### src/fcs_pkg.sv
// Constants, types and the command step record type for the flash command host.
// Assumes a byte-wide parallel flash with unlock-style command cycles.
package fcs_pkg;
    // Register word indices on the Avalon-MM slave.
    localparam logic [2:0] REG_CTRL = 3'h0;
    localparam logic [2:0] REG_ADDR = 3'h1;
    localparam logic [2:0] REG_WDATA = 3'h2;
    localparam logic [2:0] REG_STATUS = 3'h3;
    // Control field positions.
    localparam int CTRL_OP_LSB = 0;
    localparam int CTRL_POLL_BIT = 4;
    // Status field positions.
    localparam int ST_BUSY = 0;
    localparam int ST_DONE = 1;
    localparam int ST_FAIL = 2;
    localparam int ST_EWIN = 3;
    localparam int ST_DATA_LSB = 8;
    // Status bit positions inside a byte read from the flash.
    localparam int POLARITY_POLL_BIT = 7;
    localparam int TOGGLE_STATUS_BIT = 6;
    localparam int TIMEOUT_FAILURE_BIT = 5;
    localparam int ERASE_WINDOW_BIT = 3;
    // Command bytes and unlock addresses.
    localparam logic [7:0] CMD_UNLOCK1 = 8'haa;
    localparam logic [7:0] CMD_UNLOCK2 = 8'h55;
    localparam logic [7:0] CMD_RESET = 8'hf0;
    localparam logic [7:0] CMD_AUTOSEL = 8'h90;
    localparam logic [7:0] CMD_PROGRAM = 8'ha0;
    localparam logic [7:0] CMD_ERASE_SETUP = 8'h80;
    localparam logic [7:0] CMD_CHIP_ERASE = 8'h10;
    localparam logic [7:0] CMD_SECTOR_ERASE = 8'h30;
    localparam logic [7:0] CMD_SUSPEND = 8'hb0;
    localparam logic [7:0] CMD_RESUME = 8'h30;
    localparam logic [16:0] ADDR_UNLOCK1 = 17'h00555;
    localparam logic [16:0] ADDR_UNLOCK2 = 17'h002aa;
    // Strobe timing: least low time of a strobe, and the input synchroniser depth.
    localparam int CLK_MHZ = 25;
    localparam int STROBE_LOW_NS = 100;
    localparam int STROBE_LOW_CYC = (STROBE_LOW_NS * CLK_MHZ + 999) / 1000;
    localparam int SYNC_CYC = 2;
    // Host operations selected through the control register.
    typedef enum logic [3:0] {
        OP_READ = 4'h0, OP_RESET1 = 4'h1, OP_RESET3 = 4'h2, OP_AUTOSEL = 4'h3,
        OP_PROGRAM = 4'h4, OP_CHIP_ERASE = 4'h5, OP_SECTOR_ERASE = 4'h6,
        OP_SECTOR_ADD = 4'h7, OP_SUSPEND = 4'h8, OP_RESUME = 4'h9
    } fcs_op_type;
    // Address source of one bus cycle.
    typedef enum logic [1:0] {
        AS_UNLOCK1 = 2'h0, AS_UNLOCK2 = 2'h1, AS_USER = 2'h2, AS_ZERO = 2'h3
    } fcs_asrc_type;
    // One bus cycle of a command sequence.
    typedef struct packed {
        logic rd;
        logic last;
        fcs_asrc_type asrc;
        logic [7:0] data;
    } fcs_step_type;
endpackage

### src/fcs_sync.sv
// Two-flop synchroniser for the flash data pins.
// Assumes the input is asynchronous to clk_i.
`timescale 1ns/1ns
module fcs_sync #(
    parameter int W = 8
) (
    // Clock and reset.
    input wire logic clk_i,
    input wire logic resetn_i,
    // Asynchronous input and its synchronised copy.
    input wire logic [W-1:0] async_i,
    output logic [W-1:0] sync_o
);
    // Both stages in one state word; only stage two is read outside.
    typedef struct packed {
        logic [W-1:0] s1;
        logic [W-1:0] s2;
    } fcs_sync_state_type;

    fcs_sync_state_type r;
    fcs_sync_state_type r_nxt;

    ////////////////////////////////////////////////////////////////////////////
    // Next state: the first stage feeds only the second.
    always_comb
    begin
        r_nxt = r;
        r_nxt.s1 = async_i;
        r_nxt.s2 = r.s1;
    end

    // Register the state.
    always_ff @(posedge clk_i)
    begin
        if (!resetn_i)
        begin
            r <= '0;
        end
        else
        begin
            r <= r_nxt;
        end
    end

    assign sync_o = r.s2;
endmodule

### src/fcs_bus_cycle.sv
// Single flash bus cycle engine: one write or one read on the parallel pins.
// Assumes flash_dq_sync_i is already synchronised by the caller.
`timescale 1ns/1ns
module fcs_bus_cycle #(
    parameter int AW = 17
) (
    // Clock and reset.
    input wire logic clk_i,
    input wire logic resetn_i,
    // Request from the sequencer.
    input wire logic start_i,
    input wire logic rd_i,
    input wire logic [AW-1:0] addr_i,
    input wire logic [7:0] wdata_i,
    output logic done_o,
    output logic [7:0] rdata_o,
    // Flash pins.
    output logic [AW-1:0] flash_addr_o,
    output logic [7:0] flash_dq_o,
    output logic flash_dq_oe_o,
    output logic flash_ce_n_o,
    output logic flash_we_n_o,
    output logic flash_oe_n_o,
    input wire logic [7:0] flash_dq_sync_i
);
    typedef enum logic [1:0] {
        BC_IDLE = 2'h0, BC_SETUP = 2'h1, BC_LOW = 2'h2, BC_HOLD = 2'h3
    } fcs_bc_st_type;

    typedef struct packed {
        fcs_bc_st_type st;
        logic [3:0] cnt;
        logic rd;
        logic [AW-1:0] addr;
        logic [7:0] data;
        logic dq_oe;
        logic ce_n;
        logic we_n;
        logic oe_n;
        logic done;
    } fcs_bc_state_type;

    // Reads keep the strobe low for the synchroniser delay on top of the access time.
    localparam logic [3:0] WR_LOW = 4'(fcs_pkg::STROBE_LOW_CYC);
    localparam logic [3:0] RD_LOW = 4'(fcs_pkg::STROBE_LOW_CYC + fcs_pkg::SYNC_CYC);

    fcs_bc_state_type r;
    fcs_bc_state_type r_nxt;

    ////////////////////////////////////////////////////////////////////////////
    // Cycle sequencing: address set up with strobes high, strobes low, then
    // strobes high again with address and data held one more clock.
    always_comb
    begin
        r_nxt = r;
        r_nxt.done = 1'b0;
        case (r.st)
            BC_IDLE:
            begin
                if (start_i)
                begin
                    r_nxt.rd = rd_i;
                    r_nxt.addr = addr_i;
                    r_nxt.data = wdata_i;
                    r_nxt.dq_oe = !rd_i;
                    r_nxt.st = BC_SETUP;
                end
            end
            BC_SETUP:
            begin
                // Chip select and write strobe fall together, so the device
                // latches the already stable address.
                r_nxt.ce_n = 1'b0;
                r_nxt.we_n = r.rd;
                r_nxt.oe_n = !r.rd;
                r_nxt.cnt = r.rd ? RD_LOW : WR_LOW;
                r_nxt.st = BC_LOW;
            end
            BC_LOW:
            begin
                if (r.cnt == 4'h1)
                begin
                    // Strobes rise together while data still stands.
                    r_nxt.ce_n = 1'b1;
                    r_nxt.we_n = 1'b1;
                    r_nxt.oe_n = 1'b1;
                    if (r.rd)
                    begin
                        r_nxt.data = flash_dq_sync_i;
                    end
                    r_nxt.st = BC_HOLD;
                end
                else
                begin
                    r_nxt.cnt = r.cnt - 4'h1;
                end
            end
            BC_HOLD:
            begin
                r_nxt.dq_oe = 1'b0;
                r_nxt.done = 1'b1;
                r_nxt.st = BC_IDLE;
            end
            default:
            begin
                r_nxt.st = BC_IDLE;
            end
        endcase
    end

    // Register the state; strobes idle high.
    always_ff @(posedge clk_i)
    begin
        if (!resetn_i)
        begin
            r <= '{st: BC_IDLE, cnt: 4'h0, rd: 1'b0, addr: '0, data: 8'h00, dq_oe: 1'b0,
                   ce_n: 1'b1, we_n: 1'b1, oe_n: 1'b1, done: 1'b0};
        end
        else
        begin
            r <= r_nxt;
        end
    end

    assign done_o = r.done;
    assign rdata_o = r.data;
    assign flash_addr_o = r.addr;
    assign flash_dq_o = r.data;
    assign flash_dq_oe_o = r.dq_oe;
    assign flash_ce_n_o = r.ce_n;
    assign flash_we_n_o = r.we_n;
    assign flash_oe_n_o = r.oe_n;
endmodule

### src/fcs_host.sv
// Host controller for a byte-wide command-driven flash, top level.
// Assumes software on Avalon-MM, flash pins asynchronous to clk_i.
//
// What this block does
// - Single F0 write returns to array read.
// - Autoselect: unlock, 90, then read ID.
// - Program: unlock, A0, then target byte.
// - Erase: six writes, 10 chip, 30 sector.
// - B0 suspends only a running sector erase.
// - Take valid data from a later read.
// - Recheck toggle after timeout bit sets.
`timescale 1ns/1ns
module fcs_host #(
    parameter int AW = 17
) (
    // Clock and reset.
    input wire logic clk_i,
    input wire logic resetn_i,
    // Avalon-MM slave.
    input wire logic [2:0] avs_address_i,
    input wire logic avs_read_i,
    input wire logic avs_write_i,
    input wire logic [31:0] avs_writedata_i,
    output logic [31:0] avs_readdata_o,
    output logic avs_waitrequest_o,
    // Flash pins.
    output logic [AW-1:0] flash_addr_o,
    output logic [7:0] flash_dq_o,
    output logic flash_dq_oe_o,
    input wire logic [7:0] flash_dq_i,
    output logic flash_ce_n_o,
    output logic flash_we_n_o,
    output logic flash_oe_n_o
);
    // Sequencer states.
    typedef enum logic [1:0] {
        S_IDLE = 2'h0, S_ISSUE = 2'h1, S_WAIT = 2'h2
    } fcs_st_type;

    // What the current bus cycle belongs to.
    typedef enum logic [1:0] {
        K_SEQ = 2'h0, K_POLL = 2'h1, K_FINAL = 2'h2, K_RESET = 2'h3
    } fcs_kind_type;

    typedef struct packed {
        fcs_st_type st;
        fcs_kind_type kind;
        fcs_pkg::fcs_op_type op;
        logic poll;
        logic [2:0] idx;
        logic [AW-1:0] addr;
        logic [7:0] wdata;
        logic [7:0] prev;
        logic have_prev;
        logic recheck;
        logic busy;
        logic done;
        logic fail;
        logic ewin;
        logic [7:0] rdata;
        logic start;
        logic rd_ack;
        logic [31:0] rdat;
    } fcs_state_type;

    fcs_state_type r;
    fcs_state_type r_nxt;

    // Bus cycle engine hookup.
    logic cyc_rd;
    logic [AW-1:0] cyc_addr;
    logic [7:0] cyc_data;
    logic cyc_done;
    logic [7:0] cyc_rdata;
    logic [7:0] dq_sync;
    fcs_pkg::fcs_step_type step;

    ////////////////////////////////////////////////////////////////////////////
    // Command step table: returns bus cycle idx of an operation.
    function automatic fcs_pkg::fcs_step_type step_of(input fcs_pkg::fcs_op_type op, input logic [2:0] idx);
        fcs_pkg::fcs_step_type s;
        logic [7:0] unl;
        s = '{rd: 1'b0, last: 1'b0, asrc: fcs_pkg::AS_UNLOCK1, data: fcs_pkg::CMD_UNLOCK1};
        // Shared unlock pattern: AA/555, 55/2AA, and for erase repeated at 3 and 4.
        unl = (idx[0] == 1'b0) ? fcs_pkg::CMD_UNLOCK1 : fcs_pkg::CMD_UNLOCK2;
        s.asrc = (idx[0] == 1'b0) ? fcs_pkg::AS_UNLOCK1 : fcs_pkg::AS_UNLOCK2;
        if (idx == 3'h3)
        begin
            s.asrc = fcs_pkg::AS_UNLOCK1;
            unl = fcs_pkg::CMD_UNLOCK1;
        end
        else if (idx == 3'h4)
        begin
            s.asrc = fcs_pkg::AS_UNLOCK2;
            unl = fcs_pkg::CMD_UNLOCK2;
        end
        s.data = unl;
        case (op)
            fcs_pkg::OP_READ:
            begin
                s = '{rd: 1'b1, last: 1'b1, asrc: fcs_pkg::AS_USER, data: 8'h00};
            end
            fcs_pkg::OP_RESET1:
            begin
                s = '{rd: 1'b0, last: 1'b1, asrc: fcs_pkg::AS_ZERO, data: fcs_pkg::CMD_RESET};
            end
            fcs_pkg::OP_RESET3:
            begin
                if (idx == 3'h2)
                begin
                    s = '{rd: 1'b0, last: 1'b1, asrc: fcs_pkg::AS_UNLOCK1, data: fcs_pkg::CMD_RESET};
                end
            end
            fcs_pkg::OP_AUTOSEL, fcs_pkg::OP_PROGRAM:
            begin
                if (idx == 3'h2)
                begin
                    s.asrc = fcs_pkg::AS_UNLOCK1;
                    s.data = (op == fcs_pkg::OP_AUTOSEL) ? fcs_pkg::CMD_AUTOSEL : fcs_pkg::CMD_PROGRAM;
                end
                else if (idx == 3'h3)
                begin
                    // ID or protection read, or the target byte write.
                    s = '{rd: (op == fcs_pkg::OP_AUTOSEL), last: 1'b1, asrc: fcs_pkg::AS_USER, data: r.wdata};
                end
            end
            fcs_pkg::OP_CHIP_ERASE, fcs_pkg::OP_SECTOR_ERASE:
            begin
                if (idx == 3'h2)
                begin
                    s.asrc = fcs_pkg::AS_UNLOCK1;
                    s.data = fcs_pkg::CMD_ERASE_SETUP;
                end
                else if (idx == 3'h5)
                begin
                    // For sector erase the sector select bits come from the user address; chip erase writes to 555.
                    s.last = 1'b1;
                    s.asrc = (op == fcs_pkg::OP_CHIP_ERASE) ? fcs_pkg::AS_UNLOCK1 : fcs_pkg::AS_USER;
                    s.data = (op == fcs_pkg::OP_CHIP_ERASE) ? fcs_pkg::CMD_CHIP_ERASE : fcs_pkg::CMD_SECTOR_ERASE;
                end
            end
            fcs_pkg::OP_SECTOR_ADD:
            begin
                s = '{rd: 1'b0, last: 1'b1, asrc: fcs_pkg::AS_USER, data: fcs_pkg::CMD_SECTOR_ERASE};
            end
            fcs_pkg::OP_SUSPEND:
            begin
                s = '{rd: 1'b0, last: 1'b1, asrc: fcs_pkg::AS_ZERO, data: fcs_pkg::CMD_SUSPEND};
            end
            fcs_pkg::OP_RESUME:
            begin
                s = '{rd: 1'b0, last: 1'b1, asrc: fcs_pkg::AS_ZERO, data: fcs_pkg::CMD_RESUME};
            end
            default:
            begin
                s = '{rd: 1'b0, last: 1'b1, asrc: fcs_pkg::AS_ZERO, data: fcs_pkg::CMD_RESET};
            end
        endcase
        return s;
    endfunction

    ////////////////////////////////////////////////////////////////////////////
    // Parameters of the next bus cycle, chosen by what it belongs to.
    always_comb
    begin
        step = step_of(r.op, r.idx);
        cyc_rd = 1'b1;
        cyc_addr = r.addr;
        cyc_data = fcs_pkg::CMD_RESET;
        case (r.kind)
            K_SEQ:
            begin
                cyc_rd = step.rd;
                cyc_data = step.data;
                case (step.asrc)
                    fcs_pkg::AS_UNLOCK1: cyc_addr = AW'(fcs_pkg::ADDR_UNLOCK1);
                    fcs_pkg::AS_UNLOCK2: cyc_addr = AW'(fcs_pkg::ADDR_UNLOCK2);
                    fcs_pkg::AS_USER: cyc_addr = r.addr;
                    default: cyc_addr = '0;
                endcase
            end
            K_RESET:
            begin
                // Abandon a failed operation with the single-cycle reset.
                cyc_rd = 1'b0;
                cyc_addr = '0;
            end
            default:
            begin
                cyc_rd = 1'b1;
            end
        endcase
    end

    ////////////////////////////////////////////////////////////////////////////
    // Register slave and sequencer next state.
    always_comb
    begin
        r_nxt = r;
        r_nxt.start = 1'b0;
        r_nxt.rd_ack = avs_read_i && !r.rd_ack;
        // Read data is registered, so reads answer one clock late.
        case (avs_address_i)
            fcs_pkg::REG_CTRL: r_nxt.rdat = {27'h0, r.poll, r.op};
            fcs_pkg::REG_ADDR: r_nxt.rdat = 32'(r.addr);
            fcs_pkg::REG_WDATA: r_nxt.rdat = {24'h0, r.wdata};
            fcs_pkg::REG_STATUS: r_nxt.rdat = {16'h0, r.rdata, 4'h0, r.ewin, r.fail, r.done, r.busy};
            default: r_nxt.rdat = 32'h0;
        endcase
        // Address and data registers are only written while idle.
        if (avs_write_i && !r.busy)
        begin
            case (avs_address_i)
                fcs_pkg::REG_CTRL:
                begin
                    r_nxt.op = fcs_pkg::fcs_op_type'(avs_writedata_i[fcs_pkg::CTRL_OP_LSB +: 4]);
                    r_nxt.poll = avs_writedata_i[fcs_pkg::CTRL_POLL_BIT];
                    r_nxt.idx = 3'h0;
                    r_nxt.kind = K_SEQ;
                    r_nxt.busy = 1'b1;
                    r_nxt.done = 1'b0;
                    r_nxt.fail = 1'b0;
                    r_nxt.st = S_ISSUE;
                end
                fcs_pkg::REG_ADDR: r_nxt.addr = avs_writedata_i[AW-1:0];
                fcs_pkg::REG_WDATA: r_nxt.wdata = avs_writedata_i[7:0];
                default: r_nxt.busy = r.busy;
            endcase
        end
        case (r.st)
            S_IDLE:
            begin
                r_nxt.busy = r_nxt.busy;
            end
            S_ISSUE:
            begin
                r_nxt.start = 1'b1;
                r_nxt.st = S_WAIT;
            end
            S_WAIT:
            begin
                if (cyc_done)
                begin
                    r_nxt.st = S_ISSUE;
                    case (r.kind)
                        K_SEQ:
                        begin
                            if (!step.last)
                            begin
                                r_nxt.idx = r.idx + 3'h1;
                            end
                            else if (r.poll && !step.rd)
                            begin
                                // Status is valid once the last write strobe rose.
                                r_nxt.kind = K_POLL;
                                r_nxt.have_prev = 1'b0;
                                r_nxt.recheck = 1'b0;
                            end
                            else
                            begin
                                r_nxt.rdata = step.rd ? cyc_rdata : r.rdata;
                                r_nxt.busy = 1'b0;
                                r_nxt.done = 1'b1;
                                r_nxt.st = S_IDLE;
                            end
                        end
                        K_POLL:
                        begin
                            r_nxt.prev = cyc_rdata;
                            r_nxt.have_prev = 1'b1;
                            r_nxt.ewin = cyc_rdata[fcs_pkg::ERASE_WINDOW_BIT];
                            if (r.have_prev && (cyc_rdata[fcs_pkg::TOGGLE_STATUS_BIT] == r.prev[fcs_pkg::TOGGLE_STATUS_BIT]))
                            begin
                                // Toggling stopped; fetch the byte on a later read.
                                r_nxt.kind = K_FINAL;
                            end
                            else if (r.have_prev && cyc_rdata[fcs_pkg::TIMEOUT_FAILURE_BIT])
                            begin
                                // One more pair before declaring failure.
                                if (r.recheck)
                                begin
                                    r_nxt.fail = 1'b1;
                                    r_nxt.kind = K_RESET;
                                end
                                r_nxt.recheck = 1'b1;
                            end
                        end
                        K_FINAL:
                        begin
                            r_nxt.rdata = cyc_rdata;
                            r_nxt.busy = 1'b0;
                            r_nxt.done = 1'b1;
                            r_nxt.st = S_IDLE;
                        end
                        default:
                        begin
                            r_nxt.busy = 1'b0;
                            r_nxt.done = 1'b1;
                            r_nxt.st = S_IDLE;
                        end
                    endcase
                end
            end
            default:
            begin
                r_nxt.st = S_IDLE;
            end
        endcase
    end

    // Register the state.
    always_ff @(posedge clk_i)
    begin
        if (!resetn_i)
        begin
            r <= '0;
        end
        else
        begin
            r <= r_nxt;
        end
    end

    // Reads wait one clock; any write while busy stalls until idle.
    assign avs_waitrequest_o = (avs_read_i && !r.rd_ack) || (avs_write_i && r.busy);
    assign avs_readdata_o = r.rdat;

    ////////////////////////////////////////////////////////////////////////////
    // Pin input synchroniser and bus cycle engine.
    fcs_sync #(.W(8)) u_sync (
        .clk_i(clk_i),
        .resetn_i(resetn_i),
        .async_i(flash_dq_i),
        .sync_o(dq_sync)
    );

    fcs_bus_cycle #(.AW(AW)) u_cyc (
        .clk_i(clk_i),
        .resetn_i(resetn_i),
        .start_i(r.start),
        .rd_i(cyc_rd),
        .addr_i(cyc_addr),
        .wdata_i(cyc_data),
        .done_o(cyc_done),
        .rdata_o(cyc_rdata),
        .flash_addr_o(flash_addr_o),
        .flash_dq_o(flash_dq_o),
        .flash_dq_oe_o(flash_dq_oe_o),
        .flash_ce_n_o(flash_ce_n_o),
        .flash_we_n_o(flash_we_n_o),
        .flash_oe_n_o(flash_oe_n_o),
        .flash_dq_sync_i(dq_sync)
    );
endmodule

### config.mk
export PLATFORM = sky130hd
export DESIGN_NAME = fcs_host
export DESIGN_NICKNAME = d
export VERILOG_FILES = /design/src/fcs_pkg.sv /design/src/fcs_sync.sv /design/src/fcs_bus_cycle.sv /design/src/fcs_host.sv
export SDC_FILE = /design/constraint.sdc
export NUM_CORES = 1
export LEC_CHECK = 0
export BUFFER_PORTS_ARGS = -buffer_cell sky130_fd_sc_hd__buf_4
export CORE_ASPECT_RATIO = 0.8
export CORE_UTILIZATION = 45
export CTS_CLUSTER_SIZE = 12
export DETAILED_ROUTE_END_ITERATION = 8
export PLACE_DENSITY = 0.67
export SYNTH_ARGS = -nofsm -noshare
export SYNTH_HDL_FRONTEND = slang
export SYNTH_SLANG_ARGS = --single-unit
### constraint.sdc
create_clock -name clk_i -period 5.47 [get_ports clk_i]
set_input_delay 0.8205 -clock clk_i [delete_from_list [all_inputs] [get_ports clk_i]]
set_output_delay 0.8205 -clock clk_i [all_outputs]
set_load 0.01 [all_outputs]
==> flow_metrics.py, run 1 <==
metrics = {
    "clock_tree": {
        "clockBufferDepth": 2,
        "cts.sinks": 124,
        "clk_pin_slew_ns": 0.06,
        "cts-hold-fix-buffers": 0,
        "cts-buffers-inserted": 17,
        "cts-root-buf": "clkbuf_16",
        "cts-resized-gates": 0,
        "htreeDepth": 4,
        "worstSkewPairLatency_ns": 0.41,
        "postCtsSetupRepairBufs": 0,
        "cts_tree": "yes",
    },
    "logic_synthesis": {
        "ys_warn_count": 0,
        "syn_inst": 742,
        "synth_cell_type_count": 66,
        "synthFlopType": "dfxtp_1",
        "synth-seq-cells": 124,
        "yosysSeqAreaShare_pct": 39.8,
        "synth_edf_count": 0,
        "synthArstFlopShare_pct": 0,
        "syn_avg_cell_area_um2": 8.41,
        "synth_area_mm2": 0.00624,
    },
    "placement": {
        "dpl.hpwl_um": 11100,
        "post-place-ws_ns": 2.10,
        "io_buffers": 78,
        "gp_congestion": 0.859,
        "dp.cells": 914,
    },
    "die": {
        "initial_utilization_pct": 46.1,
        "die-area_mm2": 0.0143,
        "pin_count": 109,
        "die_h_um": 107,
        "die_w_um": 134,
        "core-area_mm2": 0.0136,
        "rows": 38,
    },
    "grt": {
        "grt_pass1_vias": 4793,
        "grt_overflow_total": 0,
        "grt_max_degree": 57,
        "grtUsageTotal_pct": 22.6,
        "antenna_found_initial": 0,
        "grt_pass1_wl_um": 25100,
    },
    "timing": {
        "grt_setup_unrepaired": "false",
        "period_share_pct": 54.2,
        "max_freq_mhz": 337,
        "whs_ns": 0.416,
        "finalSetupTns_ns": 0,
        "clock-skew-final_ns": 0.00808,
        "drv_slew": 0,
        "slew_headroom_pct": 35.5,
        "finalSetupViolations": 0,
        "hold_viol": 0,
        "tightestPinTransition_ns": 0.966,
        "layout_setup_ws_ns": 2.50,
        "period_needed_ns": 2.97,
    },
    "setup_path": {
        "crit_chain": "buf_4 > clkinv_1 > buf_4 > nor2_1 > nand4b_1 > a22oi_1",
        "crit_path_frequent_cell": "buf_4",
        "cp_top_family": "buffers and inverters",
        "crit_fanout": 56,
        "worst-setup-path-type": "primary input to flip-flop",
        "cp-end-kind": "flip-flop",
        "required_ns": 5.80,
        "critical_path_arrival_ns": 3.29,
        "startpoint_type": "primary input",
        "crit_slowest_cell": "clkinv_1",
        "crit_buf_inv": 3,
        "critPathMaxStageDelay_ns": 0.74,
    },
    "worst_hold_path": {
        "min_path_type": "flip-flop to flip-flop",
    },
    "route": {
        "first_pass_iters": 5,
        "ant_nets": 0,
        "routed_wl_um": 15900,
        "wl_per_cell_um": 16.9,
        "vias": 5266,
        "drt_iter0_markers": 469,
        "drc": 0,
        "avgViaCountPerCell": 5.59,
    },
    "status": {
        "status": "finished, final reports clean",
    },
    "finish": {
        "syn_to_final_growth_pct": 13.4,
        "stdcell_count": 942,
        "n_fill_cell": 1250,
        "final_nets": 816,
        "layout-drive-gt1-share_pct": 16.3,
        "num_antenna_cells": 0,
    },
    "power_and_ir_drop": {
        "finalPower_mw": 2.28,
        "p_per_area_mw_per_mm2": 322,
        "power.leakage_nw": 2.78,
        "ir_drop_uv": 253,
    },
    "flow_run": {
        "cap_violations": 0,
    },
}
layout by cell type, fill, tap and decap left out, types with 3 or more instances in the layout:
cell,count
ha_1,16
nor2b_1,20
o2111a_1,3
dfxtp_1,124
nand3b_1,4
a21o_1,6
o31ai_1,5
o21a_1,3
mux2i_1,23
and3b_1,3
nand3_1,38
clkbuf_16,17
nand2_1,93
nand4_1,15
inv_1,15
a22oi_1,13
o22ai_1,6
nor3b_1,6
o311a_1,3
clkbuf_8,3
buf_4,80
a31oi_1,13
conb_1,15
nand2b_1,12
o21ai_0,15
and2_1,21
bufinv_16,3
or2_2,4
nor3_1,10
o211ai_1,3
nor2_1,55
mux4_2,4
or3_1,5
a21oi_1,58
per-stage QoR:
step,utilization (%),instance area [um^2]
floorplan,-,6290
global placement,47.9,6490
detailed placement,47.9,6490
CTS,52.2,7080
global route,52.2,7080
finish,52.2,7080
area by class of cell:
type                            count  area [um^2]  area share, %
Clock buffer                       21          470           6.65
Tap cell                          180          225           3.18
Inverter                           16         60.1          0.848
Timing Repair Buffer               80          601           8.48
Sequential cell                   124         2480           35.1
Multi-Input combinational cell    514         3120           44.1
Clock inverter                      7          116           1.64
power by group:
| part | leakage, nW | total, mW | internal (mW) | switching [mW] |
|---|---|---|---|---|
| Combinational | 1.49 | 0.207 | 0.0843 | 0.122 |
| Sequential | 1.00 | 0.953 | 0.930 | 0.0235 |
| Clock | 0.287 | 1.12 | 0.741 | 0.380 |
metal layers:
layer	GRT usage, %	routed length (um)	share of wire (%)
met1	31.4	7360	46
met2	33.9	7070	45
met3	5.89	1240	7.8
met4	7.55	208	1.3
met5	0	0	0
final timing paths:
path / startpoint / endpoint / slack, ns / cells after the start
setup / recovery: resetn_i / u_cyc.flash_addr_o[0] / 2.50 / 6
hold / removal: r[32] / r[32] / 0.42 / 1
setup reg to reg: r[81] / u_cyc.flash_addr_o[0] / 2.70 / 6
hold reg to reg: r[32] / r[32] / 0.42 / 1
Yosys cell counts, drive strengths merged (7+ instances only):
cell    count  share of area (%)
a22oi      13                1.6
nor2       55                3.3
inv        15               0.90
a21oi      58                4.7
nand3      38                3.0
clkbuf     27                1.6
mux2i      23                3.7
nand4      15                1.5
dfxtp     124                 40
buf        75                8.4
and2       21                2.1
nor3       10               0.80
nand2      93                5.6
nand2b     12                1.2
o31ai       7                1.0
o21ai      18                1.5
a31oi      13                1.3
nor2b      20                2.0
ha         16                3.2
nor3b       7               0.92
state kept, by name, summed over array words and instances, names as in the netlist, 7 cells and up:
signal and count:
u_sync.sync_o 8, avs_readdata_o 17, u_sync.r 8, r 54, u_cyc.flash_dq_o 8, u_cyc.r 7, u_cyc.flash_addr_o 17
cells by family after synthesis:
kind of cell | count (synthesis) | synth area share [%]
xor gates and xnor gates | 4 | 0.561
adders and majority gates | 16 | 3.21
and+or+nand+nor | 298 | 24.0
buffers and inverters | 118 | 11.0
AOI/OAI and AO/OA | 153 | 16.1
muxes | 28 | 5.31
DFF | 124 | 39.8
other | 1 | 0.0601
Note: power is estimated with default switching activity, not from simulation.
==> inputs of run 2 (changes only) <==
- PLACE_DENSITY: 0.67 -> 0.7
- clock period: 5.47 -> 2.7 ns (I/O delays scaled with it)
==> flow_metrics.py, run 2 (synthesized netlist as in run 1, its figures left out) <==
metrics = {
    "setup_path": {
        "cp-end-kind": "flip-flop",
        "worst-setup-path-type": "flip-flop to flip-flop",
        "critPathMaxStageDelay_ns": 0.55,
        "required_ns": 2.99,
        "crit_slowest_cell": "dfxtp_1",
        "rrSetupSlack_ns": 0.22,
        "critical_path_arrival_ns": 2.78,
        "startpoint_type": "flip-flop",
        "crit_fanout": 11,
        "cp_top_family": "compound AO/OA/AOI/OAI gates",
        "crit_buf_inv": 1,
        "crit_chain": "inv_1 > ha_1 > nor2b_1 > a211o_1 > o31ai_1 > nor3_1 > o311a_1",
    },
    "timing": {
        "max_freq_mhz": 402,
        "finalSetupViolations": 0,
        "period_share_pct": 92.0,
        "period_needed_ns": 2.48,
        "grt_setup_unrepaired": "false",
        "slew_headroom_pct": 45.8,
        "hold_viol": 0,
        "finalSetupTns_ns": 0,
        "clock-skew-final_ns": 0.00741,
        "drv_slew": 0,
        "tightestPinTransition_ns": 0.811,
    },
    "route": {
        "drt_iter0_markers": 484,
        "wl_per_cell_um": 16.9,
        "drc": 0,
        "routed_wl_um": 16300,
        "avgViaCountPerCell": 5.58,
        "vias": 5372,
        "ant_nets": 0,
        "first_pass_iters": 5,
    },
    "grt": {
        "grt_max_degree": 61,
        "antenna_found_initial": 0,
        "grt_pass1_wl_um": 25700,
        "grtUsageTotal_pct": 23.1,
        "grt_overflow_total": 0,
        "grt_pass1_vias": 4948,
    },
    "clock_tree": {
        "htreeDepth": 4,
        "cts.sinks": 124,
        "postCtsSetupRepairBufs": 0,
        "clockBufferDepth": 2,
        "cts-resized-gates": 0,
        "cts-root-buf": "clkbuf_16",
        "worstSkewPairLatency_ns": 0.41,
        "clk_pin_slew_ns": 0.06,
        "cts-hold-fix-buffers": 0,
        "cts_tree": "yes",
        "cts-buffers-inserted": 17,
    },
    "placement": {
        "gp_congestion": 0.874,
        "dpl.hpwl_um": 11500,
        "io_buffers": 78,
    },
    "finish": {
        "layout-drive-gt1-share_pct": 18.4,
        "largest_reg_flops": 54,
        "syn_to_final_growth_pct": 15.8,
        "final_nets": 834,
        "num_antenna_cells": 0,
        "layout_commonest_cell": "dfxtp_1",
        "largest-register": "r",
        "layout_common_cells": "124 x dfxtp_1, 98 x buf_4, 93 x nand2_1",
    },
    "power_and_ir_drop": {
        "power.leakage_nw": 2.87,
        "ir_drop_uv": 538,
        "finalPower_mw": 4.69,
        "p_per_area_mw_per_mm2": 649,
    },
    "die": {
        "die_w_um": 134,
        "pin_count": 109,
        "core-area_mm2": 0.0136,
        "rows": 38,
        "initial_utilization_pct": 46.1,
        "die-area_mm2": 0.0143,
        "die_h_um": 107,
    },
    "worst_hold_path": {
        "min_path_type": "primary input to flip-flop",
    },
    "status": {
        "status": "finished, final reports clean",
    },
    "flow_run": {
        "cap_violations": 0,
    },
}
## run 2: cell count changes in the layout (fill, tap and decap cells not counted)
cell	change
buf_4	+18
clkinvlp_4	+2
clkbuf_1	+1
clkbuf_8	-1
inv_6	+1
## run 2: worst paths after layout
path / startpoint / end / cells after the start
worst min-delay path: flash_dq_i[6] / u_sync.r[14] / 2
worst max-delay path: r[81] / r[46] / 7
worst min register to register: r[32] / r[32] / 1
worst max register to register: r[81] / r[46] / 7
## run 2: power by group
part	switching (mW)	internal (mW)	leakage [nW]
Combinational	0.255	0.187	1.58
Clock	0.823	1.50	0.286
Sequential	0.0463	1.88	1.00
## run 2: metrics by stage
stage	cells	hold WS, ns	setup slack (ns)	utilization [%]	area (um^2)
after floorplan	756	0.392	0.420	-	6290
after global placement	932	0.401	0.297	48.9	6630
after detailed placement	932	0.412	0.221	48.9	6630
after CTS	963	0.190	0.215	53.3	7230
after global routing	963	0.188	0.0272	53.3	7230
final	963	0.200	0.215	53.3	7230
## run 2: area by class of cell
cell class,count,area [um^2]
fillers,1227,6320
multi-input cells,514,3120
flip-flops and latches,124,2480
repair buffers,98,736
clock buffers,21,460
well taps,180,225
clock inverters,10,140
inverters,16,60.1
## run 2: per-layer routing
layer / global-route usage, % / vias to the layer above / share of wire (%)
li1: - / 2580 / -
met1: 32.2 / 2561 / 47
met2: 34.6 / 211 / 44
met3: 5.37 / 20 / 8.1
met4: 8.12 / 0 / 1.5
met5: 0 / - / 0
==> inputs of run 3 (changes only) <==
- CAP_MARGIN: unset -> 30
- clock period: 2.7 -> 2 ns (I/O delays scaled with it)
==> flow_metrics.py, run 3 (synthesized netlist as in run 1, its figures left out) <==
metrics = {
    "power_and_ir_drop": {
        "switching_share_pct": 26.3,
        "p_int_mw": 4.70,
        "clockPowerShare_pct": 49.3,
        "power.leakage_nw": 3.13,
        "switchingPower_mw": 1.68,
        "pwr-share-seq_pct": 40.7,
        "finalPower_mw": 6.38,
        "p_per_area_mw_per_mm2": 819,
        "ir_drop_uv": 767,
        "p_comb_share_pct": 10.0,
    },
    "grt": {
        "antenna_found_initial": 0,
        "grt_pass1_wl_um": 25800,
        "grt_overflow_total": 0,
        "grtUsageTotal_pct": 23.4,
        "grt_pass1_vias": 4981,
        "grt_max_degree": 53,
    },
    "setup_path": {
        "required_ns": 2.34,
        "crit_chain": "inv_2 > buf_4 > ha_4 > a21oi_2 > or3b_1 > a311oi_2 > a211oi_2 > buf_4 > o22ai_2",
        "crit_slowest_cell": "dfxtp_4",
        "critical_path_arrival_ns": 2.28,
        "crit_fanout": 4,
        "startpoint_type": "flip-flop",
        "crit_path_frequent_cell": "buf_4",
        "cp-end-kind": "flip-flop",
        "critPathMaxStageDelay_ns": 0.37,
        "worst-setup-path-type": "flip-flop to flip-flop",
        "rrSetupSlack_ns": 0.06,
    },
    "finish": {
        "layout-drive-gt1-share_pct": 26.4,
        "layout_common_cells": "135 x buf_4, 118 x dfxtp_1, 92 x nand2_1",
        "layout_commonest_cell": "buf_4",
        "final_nets": 877,
        "stdcell_count": 1007,
        "largest_reg_flops": 54,
        "largest-register": "r",
        "num_antenna_cells": 0,
        "syn_to_final_growth_pct": 24.9,
        "n_fill_cell": 1203,
    },
    "route": {
        "ant_nets": 0,
        "vias": 5528,
        "drc": 0,
        "drt_iter0_markers": 566,
        "routed_wl_um": 16700,
        "avgViaCountPerCell": 5.49,
        "wl_per_cell_um": 16.6,
        "first_pass_iters": 5,
    },
    "die": {
        "core-area_mm2": 0.0136,
        "initial_utilization_pct": 46.1,
        "die-area_mm2": 0.0143,
        "pin_count": 109,
        "die_h_um": 107,
        "die_w_um": 134,
        "rows": 38,
    },
    "placement": {
        "post-place-ws_ns": -0.137,
        "dpl.hpwl_um": 11900,
        "gp_congestion": 0.897,
        "io_buffers": 78,
        "dp.cells": 972,
    },
    "timing": {
        "period_needed_ns": 1.94,
        "drv_slew": 0,
        "slew_headroom_pct": 55.8,
        "period_share_pct": 96.9,
        "hold_viol": 0,
        "layout_setup_ws_ns": 0.0613,
        "finalSetupViolations": 0,
        "tightestPinTransition_ns": 0.662,
        "grt_setup_unrepaired": "false",
        "max_freq_mhz": 516,
        "clock-skew-final_ns": 0.00616,
    },
    "clock_tree": {
        "htreeDepth": 4,
        "cts-hold-fix-buffers": 0,
        "clockBufferDepth": 2,
        "worstSkewPairLatency_ns": 0.41,
        "cts_tree": "yes",
        "cts-root-buf": "clkbuf_16",
        "cts-buffers-inserted": 17,
        "clk_pin_slew_ns": 0.06,
        "cts.sinks": 124,
    },
    "status": {
        "status": "finished, final reports clean",
    },
    "flow_run": {
        "cap_violations": 0,
    },
    "worst_hold_path": {
        "min_path_type": "primary input to flip-flop",
    },
}
## run 3: changes by cell type in the layout (fill, tap and decap cells not counted), moves of 3 or more
cell and change:
buf_12 +4, buf_4 +37, dfxtp_1 -6, dfxtp_2 +4, ha_1 -6, ha_4 +6, inv_6 +3, inv_8 +4
## run 3: critical path: cells and delay by family (launching register included)
| family | cells | cell delay (ns) |
|---|---|---|
| compound gates | 4 | 0.64 |
| simple gates | 1 | 0.36 |
| buf+inv | 3 | 0.34 |
| fa+ha+maj | 1 | 0.15 |
| flops | 1 | 0.37 |
## run 3: path summary, 6_finish.rpt
check | startpoint | endpoint | cells after the start
worst min register to register | r[32] | r[32] | 1
worst min-delay path | flash_dq_i[7] | u_sync.r[15] | 2
worst max-delay path | r[82] | u_cyc.flash_dq_o[4] | 9
worst max register to register | r[82] | u_cyc.flash_dq_o[4] | 9
## run 3: power by group through the flow
stage,registers [mW],logic [mW],clock network [mW]
2_1_floorplan,2.63,0.425,0
3_3_place_gp,2.65,0.594,0
3_5_place_dp,2.65,0.616,0
4_1_cts,2.60,0.623,3.17
5_1_grt,2.60,0.696,3.30
6_report,2.60,0.637,3.15
## run 3: through the flow
step / util [%] / hold WS (ns) / TNS, ns / cell area, um^2
after floorplan: - / 0.392 / 0 / 6320
after global placement: 51.5 / 0.401 / -0.987 / 6980
after detailed placement: 51.5 / 0.409 / -1.40 / 6980
after CTS: 56.2 / 0.0766 / 0 / 7610
after global routing: 57.5 / 0.0765 / 0 / 7790
final: 57.5 / 0.0899 / 0 / 7790
## run 3: layout make-up
cell class | instances | area [um^2] | area share [%]
clock buffer | 17 | 425 | 5.46
timing repair buffer | 141 | 1120 | 14.3
sequential | 124 | 2490 | 32.0
clock inverter | 15 | 179 | 2.30
tap | 180 | 225 | 2.89
multi-input combinational | 514 | 3290 | 42.2
inverter | 16 | 62.6 | 0.803
## run 3: routing by layer
metal,global-route usage (%),part of all wire [%]
met1,32.7,47
met2,35.9,44
met3,4.80,6.7
met4,8.04,1.7
met5,0,0
## run 3: repair_timing
item / 4_1_cts / 5_1_grt
gates resized for setup: 8 / 32
setup endpoints to repair: 26 / 30
cloned: 0 / 0
buffers inserted: 0 / 3
hold endpoints to repair: 0 / 0
pin swaps: 4 / 11
